$ cat src/inc/rps_pkg.sv
// Constants for the protocol-select and framing register bank.
// Assumes a single 20 MHz system clock.
`default_nettype none
package rps_pkg;
  localparam logic [4:0] ADDR_CHIP  = 5'h00;
  localparam logic [4:0] ADDR_PROTO = 5'h01;
  localparam logic [4:0] ADDR_TYPEB = 5'h02;
  localparam logic [4:0] ADDR_TYPEA = 5'h03;
  localparam logic [4:0] ADDR_LL_LO = 5'h04;
  localparam logic [4:0] ADDR_LL_HI = 5'h0B;
  localparam int LL_N = 8;
  localparam int CHIP_DIRECT_BIT = 6;
  localparam int PROTO_NOCRC_BIT = 7;
  localparam int PROTO_DTYPE_BIT = 6;
  localparam int TB_EGT_MSB = 7;
  localparam int TB_EGT_LSB = 5;
  localparam int TB_EOF_BIT = 4;
  localparam int TB_SOFH_BIT = 3;
  localparam int TB_SOFL_BIT = 2;
  localparam int TB_EGT_EACH_BIT = 1;
  localparam int TA_DIFF_BIT = 7;
  localparam int TA_TXBR_MSB = 6;
  localparam int TA_TXBR_LSB = 5;
  localparam logic [7:0] CHIP_RST  = 8'h01;
  localparam logic [7:0] PROTO_RST = 8'h02;
  localparam logic [7:0] TYPEB_RST = 8'h00;
  localparam logic [7:0] TYPEA_RST = 8'h00;
  localparam logic [7:0] LL_RST [LL_N] = '{8'hC2, 8'h00, 8'h00, 8'h0E,
                                          8'h00, 8'h00, 8'h00, 8'h00};
  localparam int LL_KEEP_IDX = 5;
  localparam logic [7:0] LL_KEEP_MASK = 8'h30;
  localparam logic [4:0] CODE_VIC_LAST = 5'h07;
  localparam logic [4:0] CODE_A_FIRST  = 5'h08;
  localparam logic [4:0] CODE_B_FIRST  = 5'h0C;
  localparam logic [4:0] CODE_B_LAST   = 5'h0F;
  localparam logic [4:0] CODE_LEGACY   = 5'h13;
  localparam logic [3:0] EOF_LONG  = 4'hB;
  localparam logic [3:0] EOF_SHORT = 4'hA;
  localparam logic [3:0] SOFL_LONG  = 4'hB;
  localparam logic [3:0] SOFL_SHORT = 4'hA;
  localparam logic [3:0] SOFH_LONG  = 4'h3;
  localparam logic [3:0] SOFH_SHORT = 4'h2;
  localparam logic [3:0] CHAR_ETU   = 4'hA;
  localparam int SYNC_LEN = 3;
  typedef enum logic [1:0] {RATE_106, RATE_212, RATE_424, RATE_848} rps_rate_t;
  typedef enum logic [2:0] {FAM_VIC_SINGLE, FAM_VIC_DOUBLE, FAM_PROX_A,
                            FAM_PROX_B, FAM_LEGACY, FAM_RESERVED} rps_family_t;
  typedef enum logic [2:0] {FB_IDLE, FB_SOF_LO, FB_SOF_HI, FB_CHAR,
                            FB_EGT, FB_EOF} rps_phase_t;
endpackage : rps_pkg
`default_nettype wire

$ cat src/hdl/rps_proto_decode.sv
// Decodes the five-bit protocol code into family, rates and coding.
// Assumes both inputs come from registers on the system clock.
`default_nettype none
module rps_proto_decode (
  input  wire logic [4:0]          i_code,
  input  wire logic [7:0]          i_typea,
  output rps_pkg::rps_family_t     o_family,
  output logic                     o_vic_fast,
  output logic                     o_coding_256,
  output rps_pkg::rps_rate_t       o_rx_rate,
  output rps_pkg::rps_rate_t       o_tx_rate,
  output logic                     o_reserved
);
  import rps_pkg::*;

  always_comb begin
    o_family     = FAM_RESERVED;
    o_vic_fast   = 1'b0;
    o_coding_256 = 1'b0;
    o_rx_rate    = RATE_106;
    if (i_code <= CODE_VIC_LAST) begin
      o_family     = i_code[2] ? FAM_VIC_DOUBLE : FAM_VIC_SINGLE;
      o_vic_fast   = i_code[1];
      o_coding_256 = i_code[0];
    end else if (i_code < CODE_B_FIRST) begin
      o_family  = FAM_PROX_A;
      o_rx_rate = rps_rate_t'(i_code[1:0]);
    end else if (i_code <= CODE_B_LAST) begin
      o_family  = FAM_PROX_B;
      o_rx_rate = rps_rate_t'(i_code[1:0]);
    end else if (i_code == CODE_LEGACY) begin
      o_family = FAM_LEGACY;
    end
    o_reserved = (o_family == FAM_RESERVED);
  end

  // A separate transmit rate applies only to the fast proximity codes.
  always_comb begin
    o_tx_rate = o_rx_rate;
    if ((o_family == FAM_PROX_A || o_family == FAM_PROX_B) &&
        o_rx_rate != RATE_106 && i_typea[TA_DIFF_BIT]) begin
      o_tx_rate = rps_rate_t'(i_typea[TA_TXBR_MSB:TA_TXBR_LSB]);
    end
  end
endmodule : rps_proto_decode
`default_nettype wire

$ cat src/hdl/rps_typeb_framer.sv
// Sequences one type B transmit frame in elementary time units.
// Assumes i_etu_tick is a one-cycle pulse per etu on the system clock.
`default_nettype none
module rps_typeb_framer (
  input  wire logic                i_clk_sys,
  input  wire logic                i_rst,
  input  wire logic                i_ce,
  input  wire logic [7:0]          i_opts,
  input  wire logic                i_start,
  input  wire logic                i_etu_tick,
  input  wire logic                i_last_byte,
  output rps_pkg::rps_phase_t      o_phase,
  output logic                     o_done
);
  import rps_pkg::*;

  rps_phase_t  st_r, st_nxt;
  logic [3:0]  cnt_r, cnt_nxt;
  logic [7:0]  opt_r, opt_nxt;
  logic        last_r, last_nxt;
  logic        done_nxt;
  logic [3:0]  egt;
  logic        fin;

  assign egt = {1'b0, opt_r[TB_EGT_MSB:TB_EGT_LSB]};
  assign fin = i_etu_tick && cnt_r == 4'h1;

  always_comb begin
    st_nxt   = st_r;
    cnt_nxt  = (i_etu_tick && cnt_r != 4'h0) ? cnt_r - 4'h1 : cnt_r;
    opt_nxt  = opt_r;
    last_nxt = last_r;
    done_nxt = 1'b0;
    case (st_r)
      FB_IDLE: begin
        if (i_start) begin
          opt_nxt = i_opts;
          st_nxt  = FB_SOF_LO;
          cnt_nxt = i_opts[TB_SOFL_BIT] ? SOFL_LONG : SOFL_SHORT;
        end
      end
      FB_SOF_LO: begin
        if (fin) begin
          st_nxt  = FB_SOF_HI;
          cnt_nxt = opt_r[TB_SOFH_BIT] ? SOFH_LONG : SOFH_SHORT;
        end
      end
      FB_SOF_HI: begin
        if (fin) begin
          st_nxt  = FB_CHAR;
          cnt_nxt = CHAR_ETU;
        end
      end
      FB_CHAR: begin
        if (fin) begin
          last_nxt = i_last_byte;
          if (egt != 4'h0 && (!i_last_byte || opt_r[TB_EGT_EACH_BIT])) begin
            st_nxt  = FB_EGT;
            cnt_nxt = egt;
          end else if (i_last_byte) begin
            st_nxt  = FB_EOF;
            cnt_nxt = opt_r[TB_EOF_BIT] ? EOF_LONG : EOF_SHORT;
          end else begin
            cnt_nxt = CHAR_ETU;
          end
        end
      end
      FB_EGT: begin
        if (fin) begin
          st_nxt  = last_r ? FB_EOF : FB_CHAR;
          cnt_nxt = last_r ? (opt_r[TB_EOF_BIT] ? EOF_LONG : EOF_SHORT) : CHAR_ETU;
        end
      end
      FB_EOF: begin
        if (fin) begin
          st_nxt   = FB_IDLE;
          done_nxt = 1'b1;
        end
      end
      default: st_nxt = FB_IDLE;
    endcase
  end

  always_ff @(posedge i_clk_sys or posedge i_rst) begin
    if (i_rst) begin
      st_r   <= FB_IDLE;
      cnt_r  <= 4'h0;
      opt_r  <= TYPEB_RST;
      last_r <= 1'b0;
      o_done <= 1'b0;
    end else if (i_ce) begin
      st_r   <= st_nxt;
      cnt_r  <= cnt_nxt;
      opt_r  <= opt_nxt;
      last_r <= last_nxt;
      o_done <= done_nxt;
    end
  end

  assign o_phase = st_r;
endmodule : rps_typeb_framer
`default_nettype wire

$ cat src/hdl/rps_top.sv
// Protocol-select and type B framing register bank of the reader.
// Assumes the host port decoder delivers one-cycle read and write
// strobes with address and data, and a stop pulse, on the system clock.
`default_nettype none
module rps_top (
  input  wire logic                i_clk_sys,
  input  wire logic                i_rst,
  input  wire logic                i_ce,
  input  wire logic                i_en_pin,
  input  wire logic                i_wr,
  input  wire logic                i_rd,
  input  wire logic [4:0]          i_addr,
  input  wire logic [7:0]          i_wdata,
  output logic [7:0]               o_rdata,
  input  wire logic                i_stop,
  input  wire logic                i_dec_bit,
  input  wire logic                i_dec_clk,
  input  wire logic                i_subcarrier,
  output logic                     o_dir_data,
  output logic                     o_dir_clk,
  output logic                     o_direct_active,
  output logic                     o_rx_crc_check,
  output rps_pkg::rps_family_t     o_family,
  output logic                     o_vic_fast,
  output logic                     o_coding_256,
  output rps_pkg::rps_rate_t       o_rx_rate,
  output rps_pkg::rps_rate_t       o_tx_rate,
  output logic                     o_proto_reserved,
  output logic [8*rps_pkg::LL_N-1:0] o_ll_cfg,
  input  wire logic                i_tx_start,
  input  wire logic                i_etu_tick,
  input  wire logic                i_last_byte,
  output rps_pkg::rps_phase_t      o_tx_phase,
  output logic                     o_tx_done
);
  import rps_pkg::*;

  logic [SYNC_LEN-1:0] en_sync_r;
  logic                en_lvl_r, en_lvl_nxt;
  logic [7:0]          chip_r, chip_nxt;
  logic [7:0]          proto_r, proto_nxt;
  logic [7:0]          typeb_r, typeb_nxt;
  logic [7:0]          typea_r, typea_nxt;
  logic [7:0]          ll_r [LL_N];
  logic [7:0]          rdata_nxt;
  logic                dir_data_nxt, dir_clk_nxt;
  logic                wr_chip, wr_proto, wr_typeb, wr_typea;
  logic                defaults;
  logic                tx_go;

  // The chip-activate pin is asynchronous; a level counts once the
  // second and third stages agree.
  always_ff @(posedge i_clk_sys or posedge i_rst) begin
    if (i_rst) begin
      en_sync_r <= '0;
      en_lvl_r  <= 1'b0;
    end else if (i_ce) begin
      en_sync_r <= {en_sync_r[SYNC_LEN-2:0], i_en_pin};
      en_lvl_r  <= en_lvl_nxt;
    end
  end

  always_comb begin
    en_lvl_nxt = en_lvl_r;
    if (en_sync_r[1] == en_sync_r[2]) begin
      en_lvl_nxt = en_sync_r[2];
    end
  end

  assign defaults = !en_lvl_r;
  assign wr_chip  = i_wr && i_addr == ADDR_CHIP;
  assign wr_proto = i_wr && i_addr == ADDR_PROTO;
  assign wr_typeb = i_wr && i_addr == ADDR_TYPEB;
  assign wr_typea = i_wr && i_addr == ADDR_TYPEA;

  // Main registers. Bit 5 of the protocol register is stored as
  // written; the host is expected to keep it zero.
  always_comb begin
    chip_nxt  = chip_r;
    proto_nxt = proto_r;
    typeb_nxt = typeb_r;
    typea_nxt = typea_r;
    if (defaults) begin
      chip_nxt  = CHIP_RST;
      proto_nxt = PROTO_RST;
      typeb_nxt = TYPEB_RST;
      typea_nxt = TYPEA_RST;
    end else begin
      if (wr_chip) begin
        chip_nxt = i_wdata;
      end
      if (i_stop) begin
        chip_nxt[CHIP_DIRECT_BIT] = 1'b0;
      end
      if (wr_proto) begin
        proto_nxt = i_wdata;
        typea_nxt = TYPEA_RST;
      end else if (wr_typea) begin
        typea_nxt = i_wdata;
      end
      if (wr_typeb) begin
        typeb_nxt = i_wdata;
      end
    end
  end

  always_ff @(posedge i_clk_sys or posedge i_rst) begin
    if (i_rst) begin
      chip_r  <= CHIP_RST;
      proto_r <= PROTO_RST;
      typeb_r <= TYPEB_RST;
      typea_r <= TYPEA_RST;
    end else if (i_ce) begin
      chip_r  <= chip_nxt;
      proto_r <= proto_nxt;
      typeb_r <= typeb_nxt;
      typea_r <= typea_nxt;
    end
  end

  // Low-level option registers; a protocol write reloads them except
  // the clock-output bits, which survive protocol changes.
  genvar g;
  generate
    for (g = 0; g < LL_N; g++) begin : g_ll
      logic [7:0] ll_nxt;
      localparam logic [7:0] KEEP = (g == LL_KEEP_IDX) ? LL_KEEP_MASK : 8'h00;
      always_comb begin
        ll_nxt = ll_r[g];
        if (defaults) begin
          ll_nxt = LL_RST[g];
        end else if (wr_proto) begin
          ll_nxt = (LL_RST[g] & ~KEEP) | (ll_r[g] & KEEP);
        end else if (i_wr && i_addr == ADDR_LL_LO + 5'(g)) begin
          ll_nxt = i_wdata;
        end
      end
      always_ff @(posedge i_clk_sys or posedge i_rst) begin
        if (i_rst) begin
          ll_r[g] <= LL_RST[g];
        end else if (i_ce) begin
          ll_r[g] <= ll_nxt;
        end
      end
      assign o_ll_cfg[8*g +: 8] = ll_r[g];
    end
  endgenerate

  // Read port: unmapped addresses read as zero.
  always_comb begin
    rdata_nxt = o_rdata;
    if (i_rd) begin
      if (i_addr == ADDR_CHIP) begin
        rdata_nxt = chip_r;
      end else if (i_addr == ADDR_PROTO) begin
        rdata_nxt = proto_r;
      end else if (i_addr == ADDR_TYPEB) begin
        rdata_nxt = typeb_r;
      end else if (i_addr == ADDR_TYPEA) begin
        rdata_nxt = typea_r;
      end else if (i_addr >= ADDR_LL_LO && i_addr <= ADDR_LL_HI) begin
        rdata_nxt = ll_r[3'(i_addr - ADDR_LL_LO)];
      end else begin
        rdata_nxt = 8'h00;
      end
    end
  end

  assign o_direct_active = chip_r[CHIP_DIRECT_BIT];
  assign o_rx_crc_check  = !proto_r[PROTO_NOCRC_BIT];

  // Direct-mode pin drive.
  always_comb begin
    dir_data_nxt = 1'b0;
    dir_clk_nxt  = 1'b0;
    if (o_direct_active) begin
      if (proto_r[PROTO_DTYPE_BIT]) begin
        dir_data_nxt = i_dec_bit;
        dir_clk_nxt  = i_dec_clk;
      end else begin
        dir_data_nxt = i_subcarrier;
      end
    end
  end

  always_ff @(posedge i_clk_sys or posedge i_rst) begin
    if (i_rst) begin
      o_rdata    <= 8'h00;
      o_dir_data <= 1'b0;
      o_dir_clk  <= 1'b0;
    end else if (i_ce) begin
      o_rdata    <= rdata_nxt;
      o_dir_data <= dir_data_nxt;
      o_dir_clk  <= dir_clk_nxt;
    end
  end

  rps_proto_decode u_decode (
    .i_code       (proto_r[4:0]),
    .i_typea      (typea_r),
    .o_family     (o_family),
    .o_vic_fast   (o_vic_fast),
    .o_coding_256 (o_coding_256),
    .o_rx_rate    (o_rx_rate),
    .o_tx_rate    (o_tx_rate),
    .o_reserved   (o_proto_reserved)
  );

  assign tx_go = i_tx_start && o_family == FAM_PROX_B;

  rps_typeb_framer u_framer (
    .i_clk_sys   (i_clk_sys),
    .i_rst       (i_rst),
    .i_ce        (i_ce),
    .i_opts      (typeb_r),
    .i_start     (tx_go),
    .i_etu_tick  (i_etu_tick),
    .i_last_byte (i_last_byte),
    .o_phase     (o_tx_phase),
    .o_done      (o_tx_done)
  );
endmodule : rps_top
`default_nettype wire

$ cat config.mk
export PLATFORM = sky130hd
export DESIGN_NAME = rps_top
export DESIGN_NICKNAME = d
export VERILOG_FILES = /design/src/inc/rps_pkg.sv /design/src/hdl/rps_proto_decode.sv /design/src/hdl/rps_typeb_framer.sv /design/src/hdl/rps_top.sv
export SDC_FILE = /design/constraint.sdc
export NUM_CORES = 1
export LEC_CHECK = 0
export ABC_AREA = 1
export BUFFER_PORTS_ARGS = -buffer_cell sky130_fd_sc_hd__buf_2
export CORE_MARGIN = 3
export CORE_UTILIZATION = 55
export DETAILED_ROUTE_END_ITERATION = 10
export PLACE_DENSITY_LB_ADDON = 0.12
export SLEW_MARGIN = 20
export SYNTH_ARGS = -nofsm -noshare
export SYNTH_HDL_FRONTEND = slang
export SYNTH_SLANG_ARGS = --single-unit
$ cat constraint.sdc
create_clock -name i_clk_sys -period 11.61 [get_ports i_clk_sys]
set_clock_uncertainty 0.15 [all_clocks]
set_input_delay 1.161 -clock i_clk_sys [delete_from_list [all_inputs] [get_ports i_clk_sys]]
set_output_delay 1.161 -clock i_clk_sys [all_outputs]
set_load 0.1 [all_outputs]
==> reports/qor.tcl, run 1 <==
set qor(synth_top_cell_area_share_pct) 44.4
set qor(ys.flop_type) {dfrtp_1}
set qor(dp.final_hpwl_mm) 13.1
set qor(pin_count) 116
set qor(synthDistinctLibCells) 37
set qor(synth_sequential_area_ratio_pct) 47.6
set qor(core-area_um2) 11600
set qor(setup.worst_path.start_class) {input pin}
set qor(fp.dieW_um) 116
set qor(path_common_cell) {nand2_1}
set qor(synth.largest_area_cell) {dfrtp_1}
set qor(drt_pre_antenna_iters) 6
set qor(antenna_violating_nets_post_route) 0
set qor(detailroute.via_count) 6261
set qor(setup-tns-final_ns) 0
set qor(post-layout-total-power_uw) 1700
set qor(ys_async_sr_fraction_pct) 100
set qor(setup.worst_path.class) {in2reg}
set qor(tightestPinTransition_ns) 1.01
set qor(cts_hold_buf) 0
set qor(critical_path.max_stage_delay_ns) 0.80
set qor(power_leakage_uw) 0.00421
set qor(arrival_ns) 3.86
set qor(slew_headroom_pct) 33.0
set qor(drt_first_iter_violations) 684
set qor(crit_chain) {buf_2 -> inv_1 -> nand2_2 -> nor2_2 -> nand2_1 -> nand2_1 -> nor2_1 -> a221oi_1}
set qor(synth.ff_latch_count) 125
set qor(status) {finished, final reports clean}
set qor(yosys_warnings) 0
set qor(synth_edf_count) 0
set qor(crit_end_element) {flop}
set qor(cp.required_ns) 11.78
set qor(drc) 0
set qor(area.growth.synth_to_final_pct) 18.1
set qor(synthesis.area_um2) 6600
set qor(cts-root-to-sink-buffers) 2
set qor(gp_weighted_congestion) 0.933
set qor(grt_first_pass_wirelength_mm) 30.0
set qor(cts-htree-levels) 4
set qor(grt.total_usage_pct) 29.2
set qor(timing.final.crit_period_ns) 3.70
set qor(cts_tree) {yes}
set qor(die_height_um) 116
set qor(wl_mm) 18.6
set qor(setup_viol_count_final) 0
set qor(layout_worst_path_cycle_share_pct) 31.8
set qor(commonest_non_fill_non_tap_cell_in_the_layout) {nand2_1}
set qor(root_buffer) {clkbuf_16}
set qor(final_layout_size_suffix_gt1_share_pct) 17.0
set qor(numPortBuffers) 115
set qor(timing.final.hold_violations) 0
set qor(final_nets) 1057
set qor(timing.critical_path.slowest_stage_cell) {inv_1}
set qor(synthTopCellsByArea) {dfrtp_1 44%, nand2_1 22%, o21ai_0 7.7%, inv_1 7.1%, dfstp_2 3.2%}
set qor(area.sequential_um2) 3140
set qor(syn-instance-count) 924
set qor(numCtsBuffers) 17
set qor(synth_area_per_cell_um2) 7.14
set qor(path_clk_slew_ns) 0.06
set qor(path_max_fanout) 39
set qor(grt_total_ovfl) 0
set qor(most-common-layout-cells) {380 x nand2_1, 124 x inv_1, 117 x dfrtp_1}
set qor(ir_worst_vdd_mv) 0.148
set qor(clock_latency_ns) 0.42
set qor(grt_max_degree) 68
set qor(post-cts-setup-buffer-count) 0
set qor(first_global_vias) 5795
set qor(initial_utilization_pct) 57.1
set qor(die-area_um2) 13300
set qor(clock-sinks) 125
set qor(timing.fmax_mhz) 271
set qor(min-delay-path-class) {reg2reg}
set qor(cellPowerDensity_nw_per_um2) 218
set qor(max-cap-violations) 0
set qor(post_cts_resize_count) 0
set qor(row_count) 39
set qor(initial_antenna_violation_count) 0
set qor(finalMaxSlewViolations) 0
set qor(vias_per_cell) 5.28
set qor(area_of_the_multi_input_gates_um2) 2800
set qor(drt-wirelength-per-cell_um) 15.7
set qor(rsz0062_at_grt) {no}
set qor(net_count_of_the_mapped_netlist) 952
set qor(n_fill_cell) 1045
-- final timing paths --
check | start | to | slack, ns | depth (start not counted)
setup / recovery | i_addr[0] | chip_r[6] | 7.91 | 8
hold / removal | o_rdata[0] | o_rdata[0] | 0.32 | 2
setup reg to reg | en_lvl_r | o_ll_cfg[14] | 9.49 | 4
hold reg to reg | o_rdata[0] | o_rdata[0] | 0.32 | 2
max in group asynchronous | i_rst | typea_r[5] | 9.30 | 3
min in group asynchronous | i_rst | o_ll_cfg[5] | 0.77 | 2
-- per-stage QoR --
| step | setup slack [ns] | cell area [um2] | cells | hold slack [ns] | utilization, % |
|---|---|---|---|---|---|
| final | 7.91 | 7790 | 1186 | 0.325 | 67.4 |
| after global routing | 7.61 | 7790 | 1185 | 0.343 | 67.3 |
| after CTS | 8.00 | 7790 | 1185 | 0.328 | 67.3 |
| after detailed placement | 7.59 | 7200 | 1153 | 0.314 | 62.3 |
| after global placement | 7.64 | 7200 | 1153 | 0.307 | 62.3 |
| after floorplan | 4.57 | 6600 | 924 | 0.292 | - |
-- sequential cells by signal, summed over array words and instances (netlist names) --
register          flops
o_ll_cfg             64
chip_r                8
o_rdata               8
proto_r               8
typea_r               8
typeb_r               8
u_framer.opt_r        6
u_framer.cnt_r        4
en_sync_r             3
u_framer.o_phase      3
en_lvl_r              1
o_dir_clk             1
o_dir_data            1
u_framer.last_r       1
u_framer.o_done       1
-- worst max-delay path: cells and delay by family --
kind / cells / cell delay [ns]
compound gates: 1 / 0.21
buf+inv: 2 / 1.14
simple gates: 5 / 1.33
-- kinds of logic after synthesis --
group | after synthesis | synth area share (%)
adder cells (fa/ha/maj) | 2 | 0.379
AO/OA/AOI/OAI | 159 | 13.1
buffers and inverters | 160 | 9.97
XOR/XNOR | 1 | 0.133
AND/OR/NAND/NOR | 476 | 28.7
multiplexers | 1 | 0.171
flip-flops | 125 | 47.6
-- area by class of cell --
cell class | instances | share of cell area [%]
inverters | 130 | 6.39
clock buffers | 25 | 6.10
multi-input cells | 639 | 36.0
diodes | 1 | 0.0321
flip-flops and latches | 125 | 40.3
repair buffers | 116 | 7.48
well taps | 143 | 2.30
clock inverters | 7 | 1.45
-- power breakdown --
part / total, uW / switching [uW] / internal (uW) / leakage [uW]
combinational: 609 / 496 / 113 / 0.00227
sequential: 552 / 51.7 / 500 / 0.00166
clock: 539 / 191 / 348 / 0.000285
total: 1700 / 738 / 961 / 0.00421
-- metal layers --
layer	vias up	global-route usage [%]	share of wire, %
li1	3074	-	-
met2	267	43.2	44
met3	32	6.37	7.4
met4	0	9.70	2.2
met5	-	0	0
met1	2888	42.8	46
-- cells in the mapped netlist (4+ instances only) --
cell type  instances
nand3_1           23
nor2_1            48
o21ai_0          102
buf_6              4
dfrtp_1          117
nor3_1             4
nand4_1            8
o21ai_1            5
buf_2             14
a21oi_1           40
dfstp_2            8
inv_1            125
clkbuf_1           8
nand2_1          380
Note: power is estimated with default switching activity, not from simulation.
==> run 2, diff against run 1 <==
--- a/config.mk
+++ b/config.mk
@@ -8,7 +8,7 @@
 export ABC_AREA = 1
 export BUFFER_PORTS_ARGS = -buffer_cell sky130_fd_sc_hd__buf_2
 export CORE_MARGIN = 3
-export CORE_UTILIZATION = 55
+export CORE_UTILIZATION = 51
 export DETAILED_ROUTE_END_ITERATION = 10
 export PLACE_DENSITY_LB_ADDON = 0.12
 export SLEW_MARGIN = 20
==> constraint.sdc (replaced) <==
create_clock -name i_clk_sys -period 3.35 [get_ports i_clk_sys]
set_clock_uncertainty 0.15 [all_clocks]
set_input_delay 0.335 -clock i_clk_sys [delete_from_list [all_inputs] [get_ports i_clk_sys]]
set_output_delay 0.335 -clock i_clk_sys [all_outputs]
set_load 0.1 [all_outputs]
==> run 2 against run 1 <==
Sequential cell count unchanged. First-iteration DRC count is 5.0% higher. Setup slack lost 7.2 ns. Largest cell class unchanged. Largest power group unchanged.
==> reports/qor.tcl, run 2 (same netlist as run 1, synthesis figures left out) <==
set qor(setup_viol_count_final) 0 ;# unchanged
set qor(reg2reg_depth) 4 ;# unchanged
set qor(grt.total_usage_pct) 27.0 ;# -2.2 points
set qor(vias_per_cell) 5.11 ;# -3.2%
set qor(fp.dieW_um) 120 ;# +3.6%
set qor(gp_weighted_congestion) 0.959 ;# +2.8%
set qor(power_leakage_uw) 0.00424 ;# +0.74%
set qor(final_nets) 1065 ;# +0.76%
set qor(rsz0062_at_grt) {no}
set qor(post_cts_resize_count) 0 ;# unchanged
set qor(cts-htree-levels) 4 ;# unchanged
set qor(grt_max_degree) 52 ;# -24%
set qor(cts-root-to-sink-buffers) 2 ;# unchanged
set qor(clock_latency_ns) 0.43 ;# about the same
set qor(cp.required_ns) 2.86 ;# -8.92 ns
set qor(row_count) 40 ;# +2.6%
set qor(finalMaxSlewViolations) 0 ;# unchanged
set qor(drt_first_iter_violations) 718 ;# +5.0%
set qor(grt_first_pass_wirelength_mm) 30.2 ;# +0.51%
set qor(setup.worst_path.start_class) {flop}
set qor(status) {finished, final reports clean}
set qor(die-area_um2) 14300 ;# +7.4%
set qor(pin_count) 116 ;# unchanged
set qor(layout_cell_area_excl_fill_um2) 7910 ;# +1.6%
set qor(finalHoldWorstSlack_ns) 0.0272 ;# -0.297 ns
set qor(numCtsBuffers) 17 ;# unchanged
set qor(post-cts-setup-buffer-count) 0 ;# unchanged
set qor(first_global_vias) 5781 ;# -0.24%
set qor(initial_utilization_pct) 53.6 ;# -3.5 points
set qor(numPortBuffers) 115 ;# unchanged
set qor(final_layout_size_suffix_gt1_share_pct) 17.8 ;# +0.82 points
set qor(wl_mm) 18.7 ;# +0.50%
set qor(die_height_um) 120 ;# +3.6%
set qor(num_antenna_cells) 0 ;# -1
set qor(path_max_fanout) 5 ;# -87%
set qor(post-layout-total-power_uw) 5750 ;# +240%
set qor(root_buffer) {clkbuf_16}
set qor(timing.final.crit_period_ns) 2.61
set qor(cellPowerDensity_nw_per_um2) 726 ;# +230%
set qor(max-cap-violations) 0 ;# unchanged
set qor(r2r_path_end) {o_ll_cfg[14]}
set qor(setup.worst_path.class) {reg2out}
set qor(start_point_of_the_critical_path) {proto_r[4]}
set qor(n_fill_cell) 1154 ;# +10%
set qor(drc) 0 ;# unchanged
set qor(antenna_violating_nets_post_route) 0 ;# unchanged
set qor(endpoint) {o_tx_rate[1]}
set qor(crit_end_element) {output port}
set qor(timing.fmax_mhz) 383
set qor(layout_worst_path_cycle_share_pct) 78.0
set qor(arrival_ns) 2.13 ;# -1.73 ns
set qor(setup_ws_ns) 0.736 ;# -7.18 ns
set qor(grt_total_ovfl) 0 ;# unchanged
set qor(ff2ff_setup_slack_ns) 1.20 ;# -8.29 ns
set qor(ir_worst_vdd_mv) 0.577 ;# +290%
set qor(tightestPinTransition_ns) 0.940 ;# -0.0656 ns
set qor(min-delay-path-class) {in2reg}
set qor(placedInstanceArea_um2) 7330 ;# +1.7%
set qor(commonest_non_fill_non_tap_cell_in_the_layout) {nand2_1}
set qor(slew_headroom_pct) 37.3 ;# +4.4 points
set qor(cts_hold_buf) 4 ;# +4
set qor(most-common-layout-cells) {380 x nand2_1, 124 x inv_1, 117 x dfrtp_1}
set qor(area.growth.synth_to_final_pct) 19.9
set qor(detailroute.via_count) 6224 ;# -0.59%
set qor(drt-wirelength-per-cell_um) 15.3 ;# -2.1%
set qor(setup-tns-final_ns) 0 ;# unchanged
set qor(dp.final_hpwl_mm) 13.5 ;# +3.1%
set qor(initial_antenna_violation_count) 0 ;# unchanged
set qor(drt_pre_antenna_iters) 5 ;# -1
set qor(largest_register_ffs) 64 ;# unchanged
set qor(core-area_um2) 12300 ;# +6.5%
set qor(timing.final.hold_violations) 0 ;# unchanged
set qor(pre_cts_ws_ns) 0.703 ;# -6.89 ns
set qor(cts_tree) {yes}
set qor(path_clk_slew_ns) 0.06 ;# about the same
set qor(worstReg2RegStart) {en_lvl_r}
set qor(clock-sinks) 125 ;# unchanged
-- run 2: final cells by class --
cell class              instances  area [um2]  area share (%)
clock buffers                  25         485            6.13
clock inverters                 7        62.6           0.791
inverters                     130         499            6.31
multi-input cells             639        2840            35.9
flip-flops and latches        125        3140            39.7
well taps                     168         210            2.66
repair buffers                124         678            8.57
-- run 2: worst min-delay path by stage --
stage / from / cells after the start / end
2_1_floorplan: i_stop / 1 / chip_r[6]
3_3_place_gp: o_dir_data / 2 / o_dir_data
3_5_place_dp: en_sync_r[0] / 2 / en_sync_r[0]
4_1_cts: i_dec_clk / 3 / o_dir_clk
5_1_grt: i_dec_clk / 3 / o_dir_clk
6_report: i_dec_clk / 3 / o_dir_clk
-- run 2: layer usage --
| metal | GRT usage [%] | up-vias | part of all wire (%) |
|---|---|---|---|
| li1 | - | 3099 | - |
| met1 | 39.6 | 2894 | 48 |
| met2 | 40.1 | 207 | 44 |
| met3 | 5.47 | 24 | 6.3 |
| met4 | 8.73 | 0 | 1.7 |
| met5 | 0 | - | 0 |
-- run 2: power breakdown --
group / switching [uW] / internal, uW / total [uW]
combinational: 1730 / 403 / 2130
sequential: 175 / 1730 / 1910
clock: 640 / 1070 / 1710
total: 2540 / 3210 / 5750
-- run 2: critical path, stage by stage (launching register included) --
cell     delay (ns)
dfrtp_1        0.48
nor2_4         0.19
inv_1          0.11
nor2_4         0.11
o21ai_0        0.19
o21ai_4        0.18
buf_2          0.44
-- run 2: per-stage QoR --
step | util [%] | instances
CTS | 64.3 | 1218
detailed placement | 59.5 | 1182
finish | 64.3 | 1218
floorplan | - | 924
global route | 64.3 | 1218
global placement | 59.5 | 1182
==> run 3, diff against run 2 <==
==> constraint.sdc (replaced) <==
create_clock -name i_clk_sys -period 2.1 [get_ports i_clk_sys]
set_clock_uncertainty 0.15 [all_clocks]
set_input_delay 0.21 -clock i_clk_sys [delete_from_list [all_inputs] [get_ports i_clk_sys]]
set_output_delay 0.21 -clock i_clk_sys [all_outputs]
set_load 0.1 [all_outputs]
==> run 3 against run 2 <==
Worst hold slack worse by 0.0038 ns. Setup slack worse by 0.68 ns. Clock power up 64%. Combinational power up 67%. Sequential share of layout area down 1.7 points. Utilization up 3.0 points. Die area unchanged. Sequential cell count unchanged. Critical endpoint is now o_family[0]. Final area up 4.6%. Count of clock-buffer cells in the layout unchanged. Final cell count up 2.7%. Wire length up 6.0%.
==> reports/qor.tcl, run 3 (same netlist as run 1, synthesis figures left out) <==
set qor(antenna_violating_nets_post_route) 0 ;# unchanged
set qor(timing.fmax_mhz) 488
set qor(grt_first_pass_wirelength_mm) 32.1 ;# +6.3%
set qor(setup.worst_path.class) {reg2out}
set qor(area.growth.synth_to_final_pct) 25.5
set qor(die-area_um2) 14300 ;# unchanged
set qor(final_nets) 1098 ;# +3.1%
set qor(grt_max_degree) 65 ;# +25%
set qor(ir_worst_vdd_mv) 0.801 ;# +39%
set qor(path_clk_slew_ns) 0.06 ;# about the same
set qor(vias_per_cell) 5.17 ;# +1.1%
set qor(timing.final.hold_violations) 0 ;# unchanged
set qor(numPortBuffers) 115 ;# unchanged
set qor(area.sequential_um2) 3140 ;# +0.16%
set qor(cp.required_ns) 1.74 ;# -1.12 ns
set qor(core-area_um2) 12300 ;# unchanged
set qor(final_layout_size_suffix_gt1_share_pct) 20.8 ;# +3.0 points
set qor(placedCellCount) 1202 ;# +1.7%
set qor(drc) 0 ;# unchanged
set qor(fp.dieW_um) 120 ;# unchanged
set qor(gp_weighted_congestion) 0.949 ;# -0.98%
set qor(row_count) 40 ;# unchanged
set qor(pre_cts_ws_ns) 0.209 ;# -0.494 ns
set qor(cellPowerDensity_nw_per_um2) 1140 ;# +57%
set qor(crit_end_element) {output port}
set qor(most-common-layout-cells) {380 x nand2_1, 121 x inv_1, 113 x dfrtp_1}
set qor(initial_utilization_pct) 53.6 ;# unchanged
set qor(largest_register_ffs) 64 ;# unchanged
set qor(drt_first_iter_violations) 702 ;# -2.2%
set qor(cts-htree-levels) 4 ;# unchanged
set qor(n_fill_cell) 1136 ;# -1.6%
set qor(max-cap-violations) 0 ;# unchanged
set qor(drt-wirelength-per-cell_um) 15.8 ;# +3.2%
set qor(rsz0062_at_grt) {yes}
set qor(cts-root-to-sink-buffers) 2 ;# unchanged
set qor(arrival_ns) 1.69 ;# -0.44 ns
set qor(commonest_non_fill_non_tap_cell_in_the_layout) {nand2_1}
set qor(setup_ws_ns) 0.0511 ;# -0.685 ns
set qor(finalMaxSlewViolations) 0 ;# unchanged
set qor(slew_headroom_pct) 28.6 ;# -8.7 points
set qor(min-delay-path-class) {in2reg}
set qor(timing.final.crit_period_ns) 2.05
set qor(tightestPinTransition_ns) 1.07 ;# +0.131 ns
set qor(root_buffer) {clkbuf_16}
set qor(num_antenna_cells) 0 ;# unchanged
set qor(status) {finished, final reports clean}
set qor(pin_count) 116 ;# unchanged
set qor(initial_antenna_violation_count) 0 ;# unchanged
set qor(drt_pre_antenna_iters) 5 ;# unchanged
set qor(setup_viol_count_final) 0 ;# unchanged
set qor(dp.final_hpwl_mm) 13.8 ;# +2.4%
set qor(layout_worst_path_cycle_share_pct) 97.6
set qor(die_height_um) 120 ;# unchanged
set qor(numCtsBuffers) 17 ;# unchanged
set qor(detailroute.via_count) 6464 ;# +3.9%
set qor(cts_tree) {yes}
set qor(path_max_fanout) 5 ;# unchanged
set qor(wl_mm) 19.8 ;# +6.0%
set qor(clock-sinks) 125 ;# unchanged
set qor(grt.total_usage_pct) 28.6 ;# +1.6 points
set qor(first_global_vias) 6217 ;# +7.5%
set qor(area_of_the_multi_input_gates_um2) 2880 ;# +1.3%
set qor(grt_total_ovfl) 0 ;# unchanged
set qor(finalNonFillerCells) 1251 ;# +2.7%
set qor(clock_latency_ns) 0.42 ;# about the same
set qor(setup.worst_path.start_class) {flop}
set qor(power_leakage_uw) 0.00441 ;# +3.9%
run 3: changes by cell type in the layout (fill, tap and decap cells not counted), sizes merged:
cell | before | now
dlygate4sd3 | 4 | 13
buf | 120 | 144
run 3: power by group:
group | switching, uW | leakage (uW) | total [uW] | internal (uW)
logic | 2830 | 0.00247 | 3550 | 725
registers | 286 | 0.00166 | 3060 | 2770
clock network | 1040 | 0.000283 | 2810 | 1770
total | 4150 | 0.00441 | 9420 | 5270
run 3: stage by stage:
stage	instance area, um2	utilization (%)	hold slack, ns	power [uW]	TNS, ns
3_3_place_gp	7540	61.3	0.211	6510	0
4_1_cts	8270	67.1	0.0116	9400	0
6_report	8280	67.3	0.0235	9420	0
5_1_grt	8280	67.3	0.0306	9870	-0.0182
3_5_place_dp	7540	61.3	0.209	6550	0
2_1_floorplan	6680	-	0.166	5830	-1.56
run 3: layer usage:
metal / track usage, % / vias to the layer above / part of all wire [%]
met4: 9.59 / 0 / 2.0
met5: 0 / - / 0
met2: 44.7 / 281 / 46
met3: 5.14 / 34 / 7.4
li1: - / 3175 / -
met1: 40.6 / 2974 / 45
run 3: worst paths after layout:
check / from / slack [ns] / endpoint / depth (start not counted)
min in group asynchronous: i_rst / 0.31 / o_ll_cfg[29] / 4
max in group asynchronous: i_rst / 1.15 / chip_r[0] / 4
setup reg to reg: u_framer.o_phase[0] / 0.22 / u_framer.opt_r[4] / 9
hold / removal: i_wdata[4] / 0.02 / proto_r[4] / 3
setup / recovery: proto_r[2] / 0.05 / o_family[0] / 4
hold reg to reg: u_framer.o_done / 0.33 / u_framer.o_done / 2
run 3: area by class of cell:
cell class	count	area share, %
inverter	130	6.06
multi-input combinational	639	34.7
sequential	125	38.0
clock inverter	7	0.756
tap	168	2.54
timing repair buffer	157	11.8
clock buffer	25	6.10
run 3: critical path, cell delays in order (launching register included):
cell and delay (ns):
dfrtp_1 0.42, nor2_1 0.21, a31oi_4 0.11, or2_2 0.29, buf_4 0.24
run 3: timing repair:
action	4_1_cts	5_1_grt
endpoints found under the setup margin	3	6
setup buffers	3	1
hold buffers	13	0
endpoints found under the hold margin	131	0
resized for setup	3	3
pin swaps	3	5
